===== src/ufis_defines.svh =====
`ifndef UFIS_DEFINES_SVH
`define UFIS_DEFINES_SVH
// Contract
// - rx data irq at trigger, withdrawn below
// - rx irqs need fifo and rx enable
// - line status irq outranks rx data
// - data ready while rx fifo not empty
// - timeout after four idle character times
// - character times counted on receive clock
// - fifo read clears timeout, restarts timer
// - push or read restarts timeout timer
// - tx irq needs fifo and tx enable
// - tx empty irq; cleared by write, ident read
// - tx fifo holds sixteen characters
// - delay empty irq unless two held
// - fifo enable change gives immediate tx irq; the code raises it only when the change enables the fifo
// - timeout shares rx priority, tx shares tx; the code ranks timeout below rx data
// - polled mode per direction via line status
// - line status bits five, six, seven
// - polled mode reports no trigger or timeout
// - ident bit zero low while pending
// - divisor select maps offsets zero, one
// - full rx fifo drops char, sets overrun

// register indices; byte address is four times the index
`define UFIS_IDX_DATA 3'h0
`define UFIS_IDX_IER 3'h1
`define UFIS_IDX_IIR 3'h2
`define UFIS_IDX_LCR 3'h3
`define UFIS_IDX_MCR 3'h4
`define UFIS_IDX_LSR 3'h5
`define UFIS_IDX_MSR 3'h6
`define UFIS_IDX_SCR 3'h7
// field positions
`define UFIS_FCR_EN 0
`define UFIS_FCR_RXCLR 1
`define UFIS_FCR_TXCLR 2
`define UFIS_IER_RX 0
`define UFIS_IER_TX 1
`define UFIS_IER_LS 2
`define UFIS_LCR_STB 2
`define UFIS_LCR_PEN 3
`define UFIS_LCR_DIVISOR_ACCESS_SELECT 7
// reset values
`define UFIS_RST_STATE '0
// interrupt identification codes
`define UFIS_IID_NONE 4'h1
`define UFIS_IID_LS 4'h6
`define UFIS_IID_RX 4'h4
`define UFIS_IID_TO 4'hc
`define UFIS_IID_TX 4'h2
// trigger levels per fifo_control bits 7:6
`define UFIS_TRIG_0 5'h01
`define UFIS_TRIG_1 5'h04
`define UFIS_TRIG_2 5'h08
`define UFIS_TRIG_3 5'h0e
// timing: rclk edges per bit, start + 5 data + 1 stop, 4 chars
`define UFIS_RCLK_LAST 4'hf
`define UFIS_BITS_BASE 7'h07
`define UFIS_TO_SHIFT 2
`define UFIS_FIFO_DEPTH 16
// bus answers
`define UFIS_RESP_OKAY 2'h0
`define UFIS_RESP_SLVERR 2'h2
`endif


===== src/ufis_pkg.sv =====
package ufis_pkg;
    // whole register and control state of the channel
    typedef struct packed {
        logic awrdy;
        logic aw_ok;
        logic aw_bad;
        logic [2:0] aw_idx;
        logic wrdy;
        logic w_ok;
        logic w_en;
        logic [7:0] w_byte;
        logic bvalid;
        logic [1:0] bresp;
        logic arrdy;
        logic rvalid;
        logic [7:0] rdata;
        logic [1:0] rresp;
        logic [7:0] interrupt_enable;
        logic [7:0] fifo_control;
        logic [7:0] line_control;
        logic [7:0] modem_control;
        logic [7:0] scratch;
        logic [15:0] div;
        logic [3:0] lsr_err;
        logic fifo_err;
        logic [4:0] err_cnt;
        logic [6:0] to_cnt;
        logic to_ip;
        logic tx_holding_empty_flag_ip;
        logic tx_two;
        logic tx_dly;
        logic [3:0] dly_cnt;
        logic tx_emp_prev;
        logic tx_load;
        logic [7:0] tx_data;
        logic irq;
    } ufis_st_t;
endpackage


===== src/ufis_fifo_if.sv =====
interface ufis_fifo_if #(
    parameter int W = 8,
    parameter int DEPTH = 16
) ();
    localparam int CW = $clog2(DEPTH + 1);
    logic push;
    logic pop;
    logic clr;
    logic [W-1:0] wdata;
    logic [W-1:0] rdata;
    logic [CW-1:0] count;
    logic full;
    logic empty;
    modport owner (output push, pop, clr, wdata, input rdata, count, full, empty);
    modport store (input push, pop, clr, wdata, output rdata, count, full, empty);
endinterface


===== src/ufis_fifo.sv =====
module ufis_fifo #(
    parameter int W = 8,
    parameter int DEPTH = 16
) (
    // clock and reset
    input wire logic aclk,
    input wire logic aresetn,
    // storage side of the queue
    ufis_fifo_if.store port
);
    import ufis_pkg::*;
    localparam int AW = $clog2(DEPTH);
    localparam int CW = $clog2(DEPTH + 1);
    typedef struct packed {
        logic [DEPTH-1:0][W-1:0] mem;
        logic [AW-1:0] rd;
        logic [AW-1:0] wr;
        logic [CW-1:0] cnt;
    } ufis_fifo_st_t;
    ufis_fifo_st_t s_q, s_d;
    logic do_push;
    logic do_pop;

    // pointers wrap by themselves only for a power of two
    if (DEPTH < 2 || (1 << AW) != DEPTH) begin : g_chk
        $error("ufis_fifo: DEPTH must be a power of two, at least 2");
    end

    // push is refused when full, pop when empty; clear wins over both
    always_comb begin
        s_d = s_q;
        do_push = port.push && (s_q.cnt != CW'(DEPTH));
        do_pop = port.pop && (s_q.cnt != '0);
        if (port.clr) begin
            s_d.rd = '0;
            s_d.wr = '0;
            s_d.cnt = '0;
        end else begin
            if (do_push) begin
                s_d.mem[s_q.wr] = port.wdata;
                s_d.wr = s_q.wr + 1'b1;
            end
            if (do_pop) begin
                s_d.rd = s_q.rd + 1'b1;
            end
            s_d.cnt = s_q.cnt + CW'(do_push) - CW'(do_pop);
        end
    end

    always_ff @(posedge aclk) begin
        if (!aresetn) begin
            s_q <= '0;
        end else begin
            s_q <= s_d;
        end
    end

    // head and level straight from the flops
    assign port.rdata = s_q.mem[s_q.rd];
    assign port.count = s_q.cnt;
    assign port.full = (s_q.cnt == CW'(DEPTH));
    assign port.empty = (s_q.cnt == '0);
endmodule // ufis_fifo


===== src/ufis_tick.sv =====
`include "ufis_defines.svh"
module ufis_tick (
    // clock and reset
    input wire logic aclk,
    input wire logic aresetn,
    // receive clock, sixteen edges per bit
    input wire logic rclk,
    // one pulse per bit time
    output logic bit_tick
);
    import ufis_pkg::*;
    typedef struct packed {
        logic rclk_prev;
        logic [3:0] cnt;
        logic tick;
    } ufis_tick_st_t;
    ufis_tick_st_t s_q, s_d;

    // count rclk rising edges so character time follows the baud rate
    always_comb begin
        s_d = s_q;
        s_d.tick = 1'b0;
        s_d.rclk_prev = rclk;
        if (rclk && !s_q.rclk_prev) begin
            if (s_q.cnt == `UFIS_RCLK_LAST) begin
                s_d.cnt = 4'h0;
                s_d.tick = 1'b1;
            end else begin
                s_d.cnt = s_q.cnt + 4'h1;
            end
        end
    end

    always_ff @(posedge aclk) begin
        if (!aresetn) begin
            s_q <= `UFIS_RST_STATE;
        end else begin
            s_q <= s_d;
        end
    end

    assign bit_tick = s_q.tick;
endmodule // ufis_tick


===== src/ufis_top.sv =====
`include "ufis_defines.svh"
module ufis_top #(
    parameter int ADDR_W = 8
) (
    // clock and reset
    input wire logic aclk,
    input wire logic aresetn,
    // axi4-lite write address
    input wire logic awvalid,
    output logic awready,
    input wire logic [ADDR_W-1:0] awaddr,
    input wire logic [2:0] awprot,
    // axi4-lite write data
    input wire logic wvalid,
    output logic wready,
    input wire logic [31:0] wdata,
    input wire logic [3:0] wstrb,
    // axi4-lite write response
    output logic bvalid,
    input wire logic bready,
    output logic [1:0] bresp,
    // axi4-lite read address
    input wire logic arvalid,
    output logic arready,
    input wire logic [ADDR_W-1:0] araddr,
    input wire logic [2:0] arprot,
    // axi4-lite read data
    output logic rvalid,
    input wire logic rready,
    output logic [31:0] rdata,
    output logic [1:0] rresp,
    // receive side: bit clock and characters from the shifter
    input wire logic rclk,
    input wire logic rx_valid,
    input wire logic [7:0] rx_data,
    input wire logic [2:0] rx_err,
    // transmit side: shifter handshake
    input wire logic tx_idle,
    input wire logic tx_shift_empty,
    output logic tx_load,
    output logic [7:0] tx_data,
    // line settings and interrupt
    output logic [15:0] divisor,
    output logic [7:0] line_ctrl,
    output logic [4:0] modem_ctrl,
    output logic irq
);
    import ufis_pkg::*;

    ufis_st_t s_q, s_d;
    ufis_fifo_if #(.W(11), .DEPTH(`UFIS_FIFO_DEPTH)) rxf ();
    ufis_fifo_if #(.W(8), .DEPTH(`UFIS_FIFO_DEPTH)) txf ();
    logic bit_tick;
    logic divisor_access_select;
    logic rx_on;
    logic tx_on;
    logic [6:0] char_bits;
    logic [6:0] to_lim;
    logic [4:0] trig_lvl;
    logic pend_ls;
    logic pend_rx;
    logic pend_to;
    logic pend_tx;
    logic pend_any;
    logic [3:0] iid;
    logic [7:0] iir_val;
    logic [7:0] lsr_val;
    logic [7:0] rd_val;
    logic [2:0] rd_idx;
    logic rd_bad;
    logic rd_fire;
    logic wr_fire;
    logic fcr_flip;
    logic tx_holding_empty_flag_set;

    // upper address bits decide unmapped accesses
    if (ADDR_W < 6) begin : g_chk
        $error("ufis_top: ADDR_W must be at least 6");
    end

    ufis_fifo #(.W(11), .DEPTH(`UFIS_FIFO_DEPTH)) u_rx_fifo (
        .aclk(aclk),
        .aresetn(aresetn),
        .port(rxf.store)
    );
    ufis_fifo #(.W(8), .DEPTH(`UFIS_FIFO_DEPTH)) u_tx_fifo (
        .aclk(aclk),
        .aresetn(aresetn),
        .port(txf.store)
    );
    ufis_tick u_tick (
        .aclk(aclk),
        .aresetn(aresetn),
        .rclk(rclk),
        .bit_tick(bit_tick)
    );

    // status, identification and read mux from the current state
    always_comb begin
        divisor_access_select = s_q.line_control[`UFIS_LCR_DIVISOR_ACCESS_SELECT];
        rx_on = s_q.fifo_control[`UFIS_FCR_EN] && s_q.interrupt_enable[`UFIS_IER_RX];
        tx_on = s_q.fifo_control[`UFIS_FCR_EN] && s_q.interrupt_enable[`UFIS_IER_TX];
        char_bits = `UFIS_BITS_BASE + {5'h00, s_q.line_control[1:0]} + {6'h00, s_q.line_control[`UFIS_LCR_PEN]}
            + {6'h00, s_q.line_control[`UFIS_LCR_STB]};
        to_lim = char_bits << `UFIS_TO_SHIFT;
        unique case (s_q.fifo_control[7:6])
            2'h0: trig_lvl = `UFIS_TRIG_0;
            2'h1: trig_lvl = `UFIS_TRIG_1;
            2'h2: trig_lvl = `UFIS_TRIG_2;
            2'h3: trig_lvl = `UFIS_TRIG_3;
        endcase
        pend_ls = s_q.interrupt_enable[`UFIS_IER_LS] && (|s_q.lsr_err);
        pend_rx = rx_on && (rxf.count >= trig_lvl);
        pend_to = rx_on && s_q.to_ip;
        pend_tx = tx_on && s_q.tx_holding_empty_flag_ip;
        pend_any = pend_ls || pend_rx || pend_to || pend_tx;
        // fixed priority, timeout under rx data
        if (pend_ls) begin
            iid = `UFIS_IID_LS;
        end else if (pend_rx) begin
            iid = `UFIS_IID_RX;
        end else if (pend_to) begin
            iid = `UFIS_IID_TO;
        end else if (pend_tx) begin
            iid = `UFIS_IID_TX;
        end else begin
            iid = `UFIS_IID_NONE;
        end
        iir_val = {{2{s_q.fifo_control[`UFIS_FCR_EN]}}, 2'h0, iid};
        lsr_val = {s_q.fifo_err && s_q.fifo_control[`UFIS_FCR_EN], txf.empty && tx_shift_empty,
            txf.empty, s_q.lsr_err, !rxf.empty};
        rd_idx = araddr[4:2];
        rd_bad = |araddr[ADDR_W-1:5];
        // divisor select on offsets zero and one
        unique case (rd_idx)
            `UFIS_IDX_DATA: rd_val = divisor_access_select ? s_q.div[7:0] : rxf.rdata[7:0];
            `UFIS_IDX_IER: rd_val = divisor_access_select ? s_q.div[15:8] : s_q.interrupt_enable;
            `UFIS_IDX_IIR: rd_val = iir_val;
            `UFIS_IDX_LCR: rd_val = s_q.line_control;
            `UFIS_IDX_MCR: rd_val = s_q.modem_control;
            `UFIS_IDX_LSR: rd_val = lsr_val;
            `UFIS_IDX_MSR: rd_val = 8'h00;
            `UFIS_IDX_SCR: rd_val = s_q.scratch;
        endcase
    end

    // next state: bus side effects first, hardware sets last so sets win
    always_comb begin
        s_d = s_q;
        s_d.tx_load = 1'b0;
        tx_holding_empty_flag_set = 1'b0;
        rxf.push = 1'b0;
        rxf.pop = 1'b0;
        rxf.clr = 1'b0;
        rxf.wdata = {rx_err, rx_data};
        txf.push = 1'b0;
        txf.pop = 1'b0;
        txf.clr = 1'b0;
        txf.wdata = s_q.w_byte;
        fcr_flip = 1'b0;
        // address and data are taken in either order and held
        if (awvalid && s_q.awrdy) begin
            s_d.aw_ok = 1'b1;
            s_d.aw_idx = awaddr[4:2];
            s_d.aw_bad = |awaddr[ADDR_W-1:5];
        end
        if (wvalid && s_q.wrdy) begin
            s_d.w_ok = 1'b1;
            s_d.w_byte = wdata[7:0];
            s_d.w_en = wstrb[0];
        end
        if (bready && s_q.bvalid) begin
            s_d.bvalid = 1'b0;
        end
        if (rready && s_q.rvalid) begin
            s_d.rvalid = 1'b0;
        end
        wr_fire = s_q.aw_ok && s_q.w_ok && !s_q.bvalid;
        rd_fire = arvalid && s_q.arrdy;
        // register writes; a cleared lane 0 strobe leaves the register alone
        if (wr_fire) begin
            s_d.aw_ok = 1'b0;
            s_d.w_ok = 1'b0;
            s_d.bvalid = 1'b1;
            s_d.bresp = s_q.aw_bad ? `UFIS_RESP_SLVERR : `UFIS_RESP_OKAY;
            if (!s_q.aw_bad && s_q.w_en) begin
                unique case (s_q.aw_idx)
                    `UFIS_IDX_DATA: begin
                        if (divisor_access_select) begin
                            s_d.div[7:0] = s_q.w_byte;
                        end else begin
                            // write clears tx irq, full fifo refuses
                            txf.push = 1'b1;
                            s_d.tx_holding_empty_flag_ip = 1'b0;
                        end
                    end
                    `UFIS_IDX_IER: begin
                        if (divisor_access_select) begin
                            s_d.div[15:8] = s_q.w_byte;
                        end else begin
                            s_d.interrupt_enable = {4'h0, s_q.w_byte[3:0]};
                            tx_holding_empty_flag_set = s_q.w_byte[`UFIS_IER_TX] && !s_q.interrupt_enable[`UFIS_IER_TX]
                                && txf.empty;
                        end
                    end
                    `UFIS_IDX_IIR: begin
                        s_d.fifo_control = {s_q.w_byte[7:6], 5'h00, s_q.w_byte[`UFIS_FCR_EN]};
                        fcr_flip = s_q.w_byte[`UFIS_FCR_EN] != s_q.fifo_control[`UFIS_FCR_EN];
                        rxf.clr = fcr_flip || s_q.w_byte[`UFIS_FCR_RXCLR];
                        txf.clr = fcr_flip || s_q.w_byte[`UFIS_FCR_TXCLR];
                        // immediate tx irq when the change enables the fifo; disabling only sets the flag
                        if (fcr_flip && s_q.interrupt_enable[`UFIS_IER_TX]) begin
                            tx_holding_empty_flag_set = 1'b1;
                        end
                    end
                    `UFIS_IDX_LCR: s_d.line_control = s_q.w_byte;
                    `UFIS_IDX_MCR: s_d.modem_control = {3'h0, s_q.w_byte[4:0]};
                    `UFIS_IDX_SCR: s_d.scratch = s_q.w_byte;
                    default: ;
                endcase
            end
        end
        // register reads and their side effects
        if (rd_fire) begin
            s_d.rvalid = 1'b1;
            s_d.rdata = rd_val;
            s_d.rresp = rd_bad ? `UFIS_RESP_SLVERR : `UFIS_RESP_OKAY;
            if (!rd_bad) begin
                unique case (rd_idx)
                    `UFIS_IDX_DATA: rxf.pop = !divisor_access_select && !rxf.empty;
                    // ident read clears the tx irq it reports
                    `UFIS_IDX_IIR: begin
                        if (iid == `UFIS_IID_TX) begin
                            s_d.tx_holding_empty_flag_ip = 1'b0;
                        end
                    end
                    `UFIS_IDX_LSR: begin
                        s_d.lsr_err = 4'h0;
                        if (s_q.err_cnt == 5'h00) begin
                            s_d.fifo_err = 1'b0;
                        end
                    end
                    default: ;
                endcase
            end
        end
        // store the character, or overrun when full
        if (rx_valid) begin
            if (rxf.full) begin
                s_d.lsr_err[0] = 1'b1;
            end else begin
                rxf.push = 1'b1;
                s_d.lsr_err[3:1] = s_d.lsr_err[3:1] | rx_err;
                s_d.fifo_err = s_d.fifo_err | (|rx_err);
            end
        end
        // characters with errors still held in the rx fifo
        if (rxf.clr) begin
            s_d.err_cnt = 5'h00;
        end else begin
            s_d.err_cnt = s_q.err_cnt + {4'h0, rxf.push && (|rx_err)}
                - {4'h0, rxf.pop && (|rxf.rdata[10:8])};
        end
        // any rx fifo access restarts the timer and clears the timeout
        if (rxf.push || rxf.pop || rxf.clr) begin
            s_d.to_cnt = 7'h00;
            s_d.to_ip = 1'b0;
        end else begin
            if (bit_tick && (s_q.to_cnt != to_lim)) begin
                s_d.to_cnt = s_q.to_cnt + 7'h01;
            end
            // four idle character times with data held
            if ((s_q.to_cnt == to_lim) && !rxf.empty && rx_on) begin
                s_d.to_ip = 1'b1;
            end
        end
        // hand the head character to the shifter; idle must drop after load
        if (tx_idle && !txf.empty && !s_q.tx_load) begin
            txf.pop = 1'b1;
            s_d.tx_load = 1'b1;
            s_d.tx_data = txf.rdata;
        end
        // two held at once cancels the empty delay
        if (txf.count >= 5'h02) begin
            s_d.tx_two = 1'b1;
        end
        s_d.tx_emp_prev = txf.empty || txf.clr;
        if (txf.empty && !s_q.tx_emp_prev) begin
            if (s_q.tx_two) begin
                tx_holding_empty_flag_set = 1'b1;
            end else begin
                s_d.tx_dly = 1'b1;
                s_d.dly_cnt = 4'h0;
            end
        end else if (s_q.tx_dly) begin
            // one character minus the last stop bit
            if (!txf.empty || txf.push) begin
                s_d.tx_dly = 1'b0;
            end else if (bit_tick) begin
                if ({3'h0, s_q.dly_cnt} == char_bits - 7'h01) begin
                    tx_holding_empty_flag_set = 1'b1;
                end else begin
                    s_d.dly_cnt = s_q.dly_cnt + 4'h1;
                end
            end
        end
        // tx empty irq; the set wins over a same-cycle clear
        if (tx_holding_empty_flag_set) begin
            s_d.tx_holding_empty_flag_ip = 1'b1;
            s_d.tx_two = 1'b0;
            s_d.tx_dly = 1'b0;
        end
        s_d.awrdy = !s_d.aw_ok;
        s_d.wrdy = !s_d.w_ok;
        s_d.arrdy = !s_d.rvalid;
        s_d.irq = pend_any;
    end

    always_ff @(posedge aclk) begin
        if (!aresetn) begin
            s_q <= `UFIS_RST_STATE;
        end else begin
            s_q <= s_d;
        end
    end

    // every output straight from the state flops
    assign awready = s_q.awrdy;
    assign wready = s_q.wrdy;
    assign bvalid = s_q.bvalid;
    assign bresp = s_q.bresp;
    assign arready = s_q.arrdy;
    assign rvalid = s_q.rvalid;
    assign rdata = {24'h000000, s_q.rdata};
    assign rresp = s_q.rresp;
    assign tx_load = s_q.tx_load;
    assign tx_data = s_q.tx_data;
    assign divisor = s_q.div;
    assign line_ctrl = s_q.line_control;
    assign modem_ctrl = s_q.modem_control[4:0];
    assign irq = s_q.irq;
endmodule // ufis_top


===== config.mk =====
export PLATFORM = sky130hd
export DESIGN_NAME = ufis_top
export DESIGN_NICKNAME = d
export VERILOG_FILES = /design/src/ufis_pkg.sv /design/src/ufis_fifo_if.sv /design/src/ufis_fifo.sv /design/src/ufis_tick.sv /design/src/ufis_top.sv
export VERILOG_INCLUDE_DIRS = /design/src
export SDC_FILE = /design/constraint.sdc
export NUM_CORES = 1
export LEC_CHECK = 0
export BUFFER_PORTS_ARGS = -buffer_cell sky130_fd_sc_hd__buf_4
export CORE_AREA = 8 8 216 218
export CTS_CLUSTER_DIAMETER = 200
export DETAILED_ROUTE_END_ITERATION = 10
export DIE_AREA = 0 0 224 226
export GPL_TIMING_DRIVEN = 0
export PLACE_DENSITY = 0.75
export SETUP_SLACK_MARGIN = 0.1
export SYNTH_ARGS = -nofsm -noshare
export SYNTH_HDL_FRONTEND = slang
export SYNTH_SLANG_ARGS = --single-unit
export TNS_END_PERCENT = 1

===== constraint.sdc =====
create_clock -name aclk -period 8.4 [get_ports aclk]
set_input_delay 0 -clock aclk [delete_from_list [all_inputs] [get_ports aclk]]
set_output_delay 0 -clock aclk [all_outputs]
set_load 0.02 [all_outputs]

Yosys cells after proc, flatten, opt, wreduce, memory -nomap -nowiden

Cells that the tools add are included.

Register bits after elaboration: 448
Logic and storage cells: 303

Reduce and logical (&&, ||, !) cells: 87
Add/subtract/negate cells: 17
$lt $le $gt $ge: 8
Mux-type cells: 83
Bitwise logic cells: 6
Eq/ne operators: 27

Operators with widths:

| cell                | count |
|---|---|
| $bwmux 176          | 1 |
| $bwmux 128          | 1 |
| $pmux 8 s8          | 1 |
| $bmux 11 s4         | 1 |
| $demux 11 s4        | 1 |
| $mux 1              | 44 |
| $mux 5              | 8 |
| $logic_and 1x1->1   | 35 |
| $mux 11             | 3 |
| $bmux 8 s4          | 1 |
| $demux 8 s4         | 1 |
| $mux 8              | 4 |
| $mux 4              | 7 |
| $add 4x1->4 const B | 6 |
| $lt 4x5->1 const B  | 4 |
| $pmux 5 s4          | 1 |
| $eq 3x3->1 const B  | 6 |
| $add 5x1->5         | 3 |
| $logic_not 5->1     | 3 |
| $sub 5x1->5         | 3 |
| $eq 3x2->1 const B  | 4 |
| $logic_not 1->1     | 12 |
| $reduce_and 3->1    | 4 |
| $reduce_and 4->1    | 3 |
| other kinds (38)    | 71 |

Depth between registers and ports, before layout

Gate-level depths: netlist (run 1).

Word-level depth: 13
Mapped depth: 18
Gate-level depth less buffers: 15

Modules after synthesis

Synthesis (run 1) repeated with hierarchy kept, for this count alone.

Cells, all modules: 2175
Area, all modules: 21857.2 µm²

Modules (own cells, without submodules):

| module                | instances | area an instance (µm²) | cells each |
|---|---|---|---|
| ufis_fifo (u_rx_fifo) | 1         | 9006.1                 | 842 |
| ufis_fifo (u_tx_fifo) | 1         | 6737.7                 | 634 |
| ufis_top              | 1         | 5853.1                 | 675 |
| ufis_tick             | 1         | 260.2                  | 24 |

Worst setup path after synthesis (run 1)

Ideal clock, no wire load.

Kind: register to register
Start: register u_tx_fifo.s_q, in the netlist u_tx_fifo.port.count[3]
End: register u_tx_fifo.s_q, in the netlist u_tx_fifo.port.count[4]
Stages on the path, launching flop included: 18
Path slack: 5.288 ns
Buffers on the path: 2
Data arrival time: 2.991 ns
Cells stage by stage: dfxtp_1 > inv_1 > ha_1 > or4b_1 > buf_2 > nand3b_1 > inv_1 > clkbuf_1 > ha_1 > inv_1 > ha_1 > inv_1 > fa_1 > nor2_1 > nor2_1 > nor2_1 > or3_1 > a21oi_1

Longest elaborated chain between the ends: 7

Ends and longest elaborated chain:

| item                           | line            | source |
|---|---|---|
| from (decl)                    | ufis_fifo.sv:20 | `ufis_fifo_st_t s_q, s_d;` |
| from (signal assigned)         | ufis_fifo.sv:52 | `s_q <= '0;` |
| from (signal assigned)         | ufis_fifo.sv:54 | `s_q <= s_d;` |
| $logic_not 5->1                | ufis_fifo.sv:62 | `assign port.empty = (s_q.cnt == '0);` |
| $logic_not 1->1                | ufis_top.sv:278 | `if (tx_idle && !txf.empty && !s_q.tx_load) begin` |
| $logic_and 1x1->1 (2 in a row) | ufis_top.sv:278 |  |
| $mux 1                         | ufis_top.sv:278 |  |
| $logic_and 1x1->1 (*)          | ufis_fifo.sv:33 | `do_pop = port.pop && (s_q.cnt != '0);` |
| net u_tx_fifo.do_pop           | ufis_fifo.sv:22 | `logic do_pop;` |
| $sub 5x1->5 (*)                | ufis_fifo.sv:46 | `s_d.cnt = s_q.cnt + CW'(do_push) - CW'(do_pop);` |

Mark *: on every way through the listed nets, which the timed path passes. The rest lies on a longest branch.
A chain may end at the register's enable or synchronous reset.

Worst setup path after layout (run 1)

Start: register u_rx_fifo.s_q[10] (netlist bit)
End: register s_q[30] (netlist bit)

Longest elaborated chain between the ends: 5

Ends and longest elaborated chain:

| item                          | line            | source |
|---|---|---|
| from (decl)                   | ufis_fifo.sv:20 |  |
| from (signal assigned)        | ufis_fifo.sv:52 |  |
| from (signal assigned)        | ufis_fifo.sv:54 |  |
| $bmux 11 s4                   | ufis_fifo.sv:59 | `assign port.rdata = s_q.mem[s_q.rd];` |
| $mux 11 (not written as such) | ufis_fifo.sv:59 |  |
| $reduce_or 3->1               | ufis_top.sv:262 | `- {4'h0, rxf.pop && (\|rxf.rdata[10:8])};` |
| $logic_and 1x1->1             | ufis_top.sv:262 |  |
| $sub 5x1->5                   | ufis_top.sv:262 |  |
| to (signal assigned)          | ufis_top.sv:321 | `` s_q <= `UFIS_RST_STATE; `` |
| to (decl)                     | ufis_top.sv:50  | `ufis_st_t s_q, s_d;` |

Every way passes these cells. The select of a mux whose other input is x is not followed.

==> flow_summary.yaml, run 1 <==
place:
  placed_area_sq_mm: 0.0229
  place.gp.congestion: 0.978
  dp_hpwl_mm: 43.8
  placed_cells: 2896
  portBuffers: 90
  pre_cts_slack_ns: 4.61
routing:
  drt_iter0_drc: 1584
  ant_nets: 0
  post_drt_wl_per_cell_microns: 20.6
  drc: 0
  drt_first_pass_iters: 6
  wl_mm: 62.6
  vias_per_cell: 5.65
  vias: 17200
finish:
  stdcell_count: 3033
  final_cell_mix: "dfxtp_1, mux2i_1, nor2b_1, nand2_1, buf_4"
  area_delta_synth_final_pct: 16.9
  nets: 2531
  fillCellCount: 3656
  drive_gt1_share_pct: 15.6
  final_common_cell: "dfxtp_1"
  final_cell_area_sq_mm: 0.0250
  utilization_pct: 57.6
  diodes: 0
sta:
  fin_crit_sh_pct: 47.9
  slew_viol_final: 0
  max_freq_mhz: 249
  layout_setup_ws_ns: 4.38
  fin_setup_tns_ns: 0
  fin_crit_ns: 4.02
  finalSetupViolations: 0
  hold_violations: 0
  max_slew_margin_pct: 33.0
  clock_skew_ns: 0.0404
  rsz0062_at_grt: "false"
  tightest_slew_ns: 0.992
worst_setup_path:
  startpoint: "u_rx_fifo.s_q[10]$_SDFFE_PP0P_"
  cpMostUsedCell: "a21oi_1"
  endpoint_kind: "flip-flop"
  worstPathCellList: "buf_2 -> clkbuf_1 -> a21oi_1 -> a21oi_1 -> mux4_2 -> nor2b_1 -> ha_1 -> inv_1 -> ha_1 -> inv_1 -> fa_1 -> inv_1 -> a21oi_1 -> nor2_1 -> or3_1 -> a21oi_1"
  reg2reg_from: "u_rx_fifo.s_q[10]$_SDFFE_PP0P_"
  slowest_delay_ns: 0.73
  crit_type: "reg2reg"
  regToRegEndpoint: "s_q[30]$_SDFF_PP0_"
  cp_num_buf_inv: 5
  startpoint_type: "flip-flop"
  cp_top_family: "buffers and inverters"
  r2r_slack_ns: 4.38
  arrival_ns: 4.55
  crit_cells: 16
  reg2regPathDepth: 16
  crit_path_top_delay_cell: "clkbuf_1"
  required_ns: 8.93
  path_max_fanout: 10
  endpoint: "s_q[30]$_SDFF_PP0_"
global_route:
  overflow: 0
  gr-usage-all-layers_pct: 24.4
  grtUsageMet3_pct: 5.12
  use_met2_pct: 40.3
  antenna_found_initial: 0
  grt_max_degree: 15
  grt_pass1_vias: 17200
  grt_pass1_wl_mm: 97.7
  met1_usage_pct: 30.7
  top_usage_layer: "met2"
cts:
  max-clock-path-buffers: 3
  cts-resized-gates: 0
  clk_pin_slew_worst_paths_ns: 0.07
  htreeDepth: 2
  cts_sinks: 446
  cts_setup_buffers: 0
  insertion_delay_ns: 0.62
  numCtsBuffers: 46
  cts_tree: "built"
  clock-root-buffer: "clkbuf_16"
pwr:
  ir_drop_v: 0.000160
  p_per_area_mw_per_mm2: 207
  leakage_nw: 9.45
synthesis:
  syn-cell-area_sq_mm: 0.0214
  synthArstFlopShare_pct: 0
  synth_top_family_by_area: "multiplexers"
  yosysSeqAreaShare_pct: 41.8
  synth_area_per_cell_sq_um: 9.77
  ys.flop_type: "dfxtp_1"
  synthMuxAreaShare_pct: 20.2
  synth_enable_flop_cells: 0
  ys_types: 73
  synth-compound-area-share_pct: 7.82
  synth_xor_area_share_pct: 1.47
  ys_ff_latch: 446
  synthSimpleGateAreaFrac_pct: 19.0
  synthAdderAreaFrac_pct: 2.89
  syn_inst: 2189
  synth_warnings: 0
floorplanning:
  ios: 160
  die_w_microns: 224
  rows: 77
  die_area_sq_mm: 0.0506
  core-area_sq_mm: 0.0435
  chipHeight_microns: 226
  start_util_pct: 49.2
job:
  maxCapViolCount: 0
status:
  status: "finished clean"
hold_path:
  worstHoldPathType: "in2reg"
[final cells by class]
cell class / count / area (sq um) / area share, %
flip-flops and latches: 446 / 8930 / 35.7
repair buffers: 142 / 1200 / 4.78
clock buffers: 62 / 1300 / 5.20
clock inverters: 23 / 292 / 1.17
multi-input cells: 1488 / 11100 / 44.3
inverters: 38 / 143 / 0.570
well taps: 592 / 741 / 2.96
plain buffers: 242 / 1320 / 5.27
[layer usage]
layer	vias to the layer above	wire length, microns
li1	7905	-
met1	8398	25800
met2	703	29300
met3	144	4950
met4	0	2460
met5	-	0
[Yosys cell counts (3+ instances only)]
master | n | area share, %
buf_2 | 27 | 0.63
dfxtp_1 | 446 | 42
nor3b_1 | 5 | 0.18
and2b_1 | 4 | 0.14
fa_1 | 4 | 0.37
ha_1 | 43 | 2.5
mux4_2 | 76 | 8.0
a22oi_1 | 8 | 0.28
nand3_4 | 3 | 0.25
xnor2_1 | 16 | 0.66
nor4_1 | 11 | 0.32
o2bb2ai_1 | 3 | 0.12
o211ai_1 | 5 | 0.18
a221oi_1 | 4 | 0.16
and2_1 | 13 | 0.38
and3_1 | 11 | 0.32
a21oi_1 | 99 | 2.3
nand4_1 | 6 | 0.18
nand4b_1 | 4 | 0.16
a21boi_1 | 28 | 0.98
o21ai_0 | 25 | 0.59
nor3_1 | 18 | 0.42
nor2b_1 | 217 | 6.3
o21a_1 | 3 | 0.11
nand3_1 | 120 | 2.8
xor2_1 | 20 | 0.82
nand3b_1 | 11 | 0.39
a31oi_1 | 3 | 0.088
nor2_1 | 113 | 2.0
a211oi_1 | 12 | 0.42
buf_6 | 6 | 0.32
inv_1 | 38 | 0.67
nand2b_1 | 10 | 0.29
nand2_1 | 213 | 3.7
buf_1 | 5 | 0.088
buf_4 | 88 | 3.1
mux2i_1 | 260 | 12
clkbuf_1 | 116 | 2.0
or3_1 | 7 | 0.20
a21boi_0 | 44 | 1.5
[worst min path at each step]
stage,from,end,depth (start not counted)
after floorplan,rclk,u_tick.s_q[5]$_SDFF_PN0_,1
after CTS,wvalid,txf.wdata[7]$_SDFFE_PN0P_,4
after global routing,araddr[6],lsr_val[4]$_SDFF_PN0_,5
final,wvalid,txf.wdata[7]$_SDFFE_PN0P_,4
after detailed placement,rclk,u_tick.s_q[5]$_SDFF_PN0_,2
after global placement,rclk,u_tick.s_q[5]$_SDFF_PN0_,2
[state kept, by name, indices dropped and copies added (netlist names), 8 cells and up]
| register | cells |
|---|---|
| divisor | 16 |
| line_ctrl | 8 |
| rdata | 8 |
| s_q | 43 |
| tx_data | 8 |
| txf.wdata | 8 |
| u_rx_fifo.s_q | 184 |
| u_tx_fifo.s_q | 136 |
[through the flow]
stage | hold WS [ns] | power, mW
3_5_place_dp | 0.227 | 3.03
4_1_cts | 0.00601 | 5.18
3_3_place_gp | 0.225 | 3.01
2_1_floorplan | 0.127 | 2.82
5_1_grt | 0.0599 | 5.36
6_report | 0.0159 | 5.18
[power breakdown]
part / switching [mW] / internal, mW
clock: 0.930 / 1.23
sequential: 0.0603 / 2.18
combinational: 0.442 / 0.334
[worst register-to-register path, cell delays in order (launching register included)]
cell and delay, ns:
dfxtp_1 0.48, buf_2 0.38, clkbuf_1 0.73, a21oi_1 0.16, a21oi_1 0.33, mux4_2 0.32
nor2b_1 0.06, ha_1 0.27, inv_1 0.04, ha_1 0.19, inv_1 0.07, fa_1 0.20
inv_1 0.05, a21oi_1 0.12, nor2_1 0.07, or3_1 0.34, a21oi_1 0.14
[timing repair]
action                     CTS  global route
hold buffers                52             0
hold endpoints to repair   100             0
setup endpoints to repair    0             0
[cells by family after synthesis]
| family | count (synthesis) |
|---|---|
| and+or+nand+nor | 784 |
| DFF | 446 |
| muxes | 337 |
| buffers and inverters | 280 |
| AOI/OAI and AO/OA | 258 |
| adders and majority gates | 47 |
| xor gates and xnor gates | 36 |
| other | 1 |
(Power assumes the default switching activity.)
==> run 2, diff against run 1 <==
- clock period: 8.4 -> 3.7 ns (I/O delays scaled with it)
==> run 2 against run 1 <==
Effect of this change:
- the flow now finishes with violations (negative hold slack)
- cell area is 0.35% higher
- wire length is 0.42% higher
- critical path depth is 2 higher
- sequential power is 130% higher
- final cell count hardly changed
- utilization is 0.20 points higher
- total power is 130% higher
==> flow_summary.yaml, run 2 (same netlist as run 1, synthesis figures left out) <==
status:
  status: "finished with violations"
  violations: "negative hold slack"
place:
  dp_hpwl_mm: 43.8
  portBuffers: 90
  placed_cells: 2896
  pre_cts_slack_ns: -0.0947
  placed_area_sq_mm: 0.0229
  place.gp.congestion: 0.978
pwr:
  p_per_area_mw_per_mm2: 469
  ir_drop_v: 0.000365
  leakage_nw: 9.48
cts:
  insertion_delay_ns: 0.62
  max-clock-path-buffers: 3
  clock-root-buffer: "clkbuf_16"
  clk_pin_slew_worst_paths_ns: 0.06
  cts_tree: "built"
  cts_sinks: 446
  numCtsBuffers: 46
  htreeDepth: 2
worst_setup_path:
  r2r_slack_ns: 0.23
  worstPathCellList: "buf_6 -> buf_8 -> buf_8 -> buf_4 -> a211oi_1 -> a21oi_1 -> mux4_2 -> nor2b_1 -> ha_1 -> inv_1 -> ha_1 -> inv_1 -> fa_1 -> inv_1 -> a21oi_1 -> nor2_1 -> o21ai_0 -> a21oi_1"
  arrival_ns: 4.01
  crit_path_top_delay_cell: "mux4_2"
  path_max_fanout: 10
  reg2reg_from: "u_rx_fifo.s_q[9]$_SDFFE_PP0P_"
  crit_type: "reg2reg"
  regToRegEndpoint: "s_q[30]$_SDFF_PP0_"
  cp_num_buf_inv: 7
  endpoint_kind: "flip-flop"
  cp_top_family: "buffers and inverters"
  slowest_delay_ns: 0.48
  reg2regPathDepth: 18
  required_ns: 4.24
  startpoint_type: "flip-flop"
floorplanning:
  die_area_sq_mm: 0.0506
  core-area_sq_mm: 0.0435
  start_util_pct: 49.2
  rows: 77
  chipHeight_microns: 226
  ios: 160
  die_w_microns: 224
finish:
  nets: 2534
  area_delta_synth_final_pct: 17.3
  final_cell_area_sq_mm: 0.0251
  largest_register_ffs: 184
  top_register: "u_rx_fifo.s_q"
  final_common_cell: "dfxtp_1"
  drive_gt1_share_pct: 15.9
  diodes: 0
  final_cell_mix: "dfxtp_1, mux2i_1, nor2b_1, nand2_1, buf_4"
  reg_top3: "u_rx_fifo.s_q x184, u_tx_fifo.s_q x136, s_q x43"
  stdcell_count: 3036
global_route:
  grt_max_degree: 15
  antenna_found_initial: 0
  overflow: 0
  gr-usage-all-layers_pct: 24.4
  grt_pass1_vias: 17200
  grt_pass1_wl_mm: 97.9
routing:
  vias: 17100
  post_drt_wl_per_cell_microns: 20.7
  vias_per_cell: 5.63
  drt_first_pass_iters: 5
  drc: 0
  ant_nets: 0
  drt_iter0_drc: 1592
  wl_mm: 62.8
hold_path:
  hold_path_depth: 4
  worstHoldPathType: "in2reg"
  worstHoldStart: "araddr[6]"
  hold_end: "s_q[17]$_SDFF_PN0_"
sta:
  finalSetupViolations: 0
  fin_crit_sh_pct: 93.7
  clock_skew_ns: 0.0363
  holdWs_ns: -0.0303
  tightest_slew_ns: 1.00
  hold_violations: 4
  slew_viol_final: 0
  max_freq_mhz: 288
  rsz0062_at_grt: "true"
  fin_crit_ns: 3.47
  layout_setup_ws_ns: 0.231
  max_slew_margin_pct: 32.2
job:
  maxCapViolCount: 0
[run 2: cell type report]
| class | instances | area, sq um |
|---|---|---|
| Fill cell | 3651 | 18400 |
| Multi-Input combinational cell | 1488 | 11100 |
| Clock buffer | 62 | 1300 |
| Tap cell | 592 | 741 |
| Sequential cell | 446 | 8930 |
| Timing Repair Buffer | 145 | 1220 |
| Inverter | 38 | 143 |
| Clock inverter | 23 | 292 |
| Buffer | 242 | 1360 |
[run 2: worst max path at each step]
stage                                       startpoint                                 end  cells after the start
finish                   u_rx_fifo.s_q[9]$_SDFFE_PP0P_                  s_q[30]$_SDFF_PP0_                     18
global route        u_rx_fifo.port.count[2]$_SDFF_PP0_                  s_q[30]$_SDFF_PP0_                     17
CTS                      u_rx_fifo.s_q[9]$_SDFFE_PP0P_                  s_q[30]$_SDFF_PP0_                     17
detailed placement      u_rx_fifo.s_q[10]$_SDFFE_PP0P_                  s_q[30]$_SDFF_PP0_                     16
global placement        u_rx_fifo.s_q[10]$_SDFFE_PP0P_                  s_q[30]$_SDFF_PP0_                     16
floorplan           u_tx_fifo.port.count[3]$_SDFF_PP0_  u_tx_fifo.port.count[4]$_SDFF_PP0_                     17
[run 2: layer usage]
layer	vias up	global-route usage [%]	routed length, microns
met5	-	0	0
met4	0	10.3	2320
met2	690	40.4	29400
met1	8349	30.8	26200
li1	7906	-	-
met3	139	5.16	4850
[run 2: per-stage QoR]
step	total power [mW]	TNS (ns)	hold WS [ns]	util, %
after floorplan	6.40	0	0.127	-
after global routing	12.2	0	0.0120	57.8
after global placement	6.83	-0.115	0.225	52.7
after CTS	11.8	0	0.00247	57.7
after detailed placement	6.88	-0.0947	0.227	52.7
final	11.8	0	-0.0303	57.8
[run 2: power by group]
part / internal, mW / total (mW) / switching, mW
Clock: 2.79 / 4.89 / 2.10
Combinational: 0.767 / 1.78 / 1.01
Sequential: 4.96 / 5.10 / 0.138
Total: 8.51 / 11.8 / 3.26
[run 2: what timing repair did]
| action | in CTS | in global routing |
|---|---|---|
| hold endpoints to repair | 109 | 0 |
| setup buffers | 1 | 0 |
| endpoints found under the setup margin | 4 | 4 |
| resized for setup | 5 | 17 |
| pin swaps | 1 | 0 |
| hold buffers | 54 | 0 |
[run 2: worst min-delay path, delay by kind of cell]
family	cells	cell delay (ns)
compound gates	2	0.36
buf+inv	1	0.10
simple gates	1	0.07
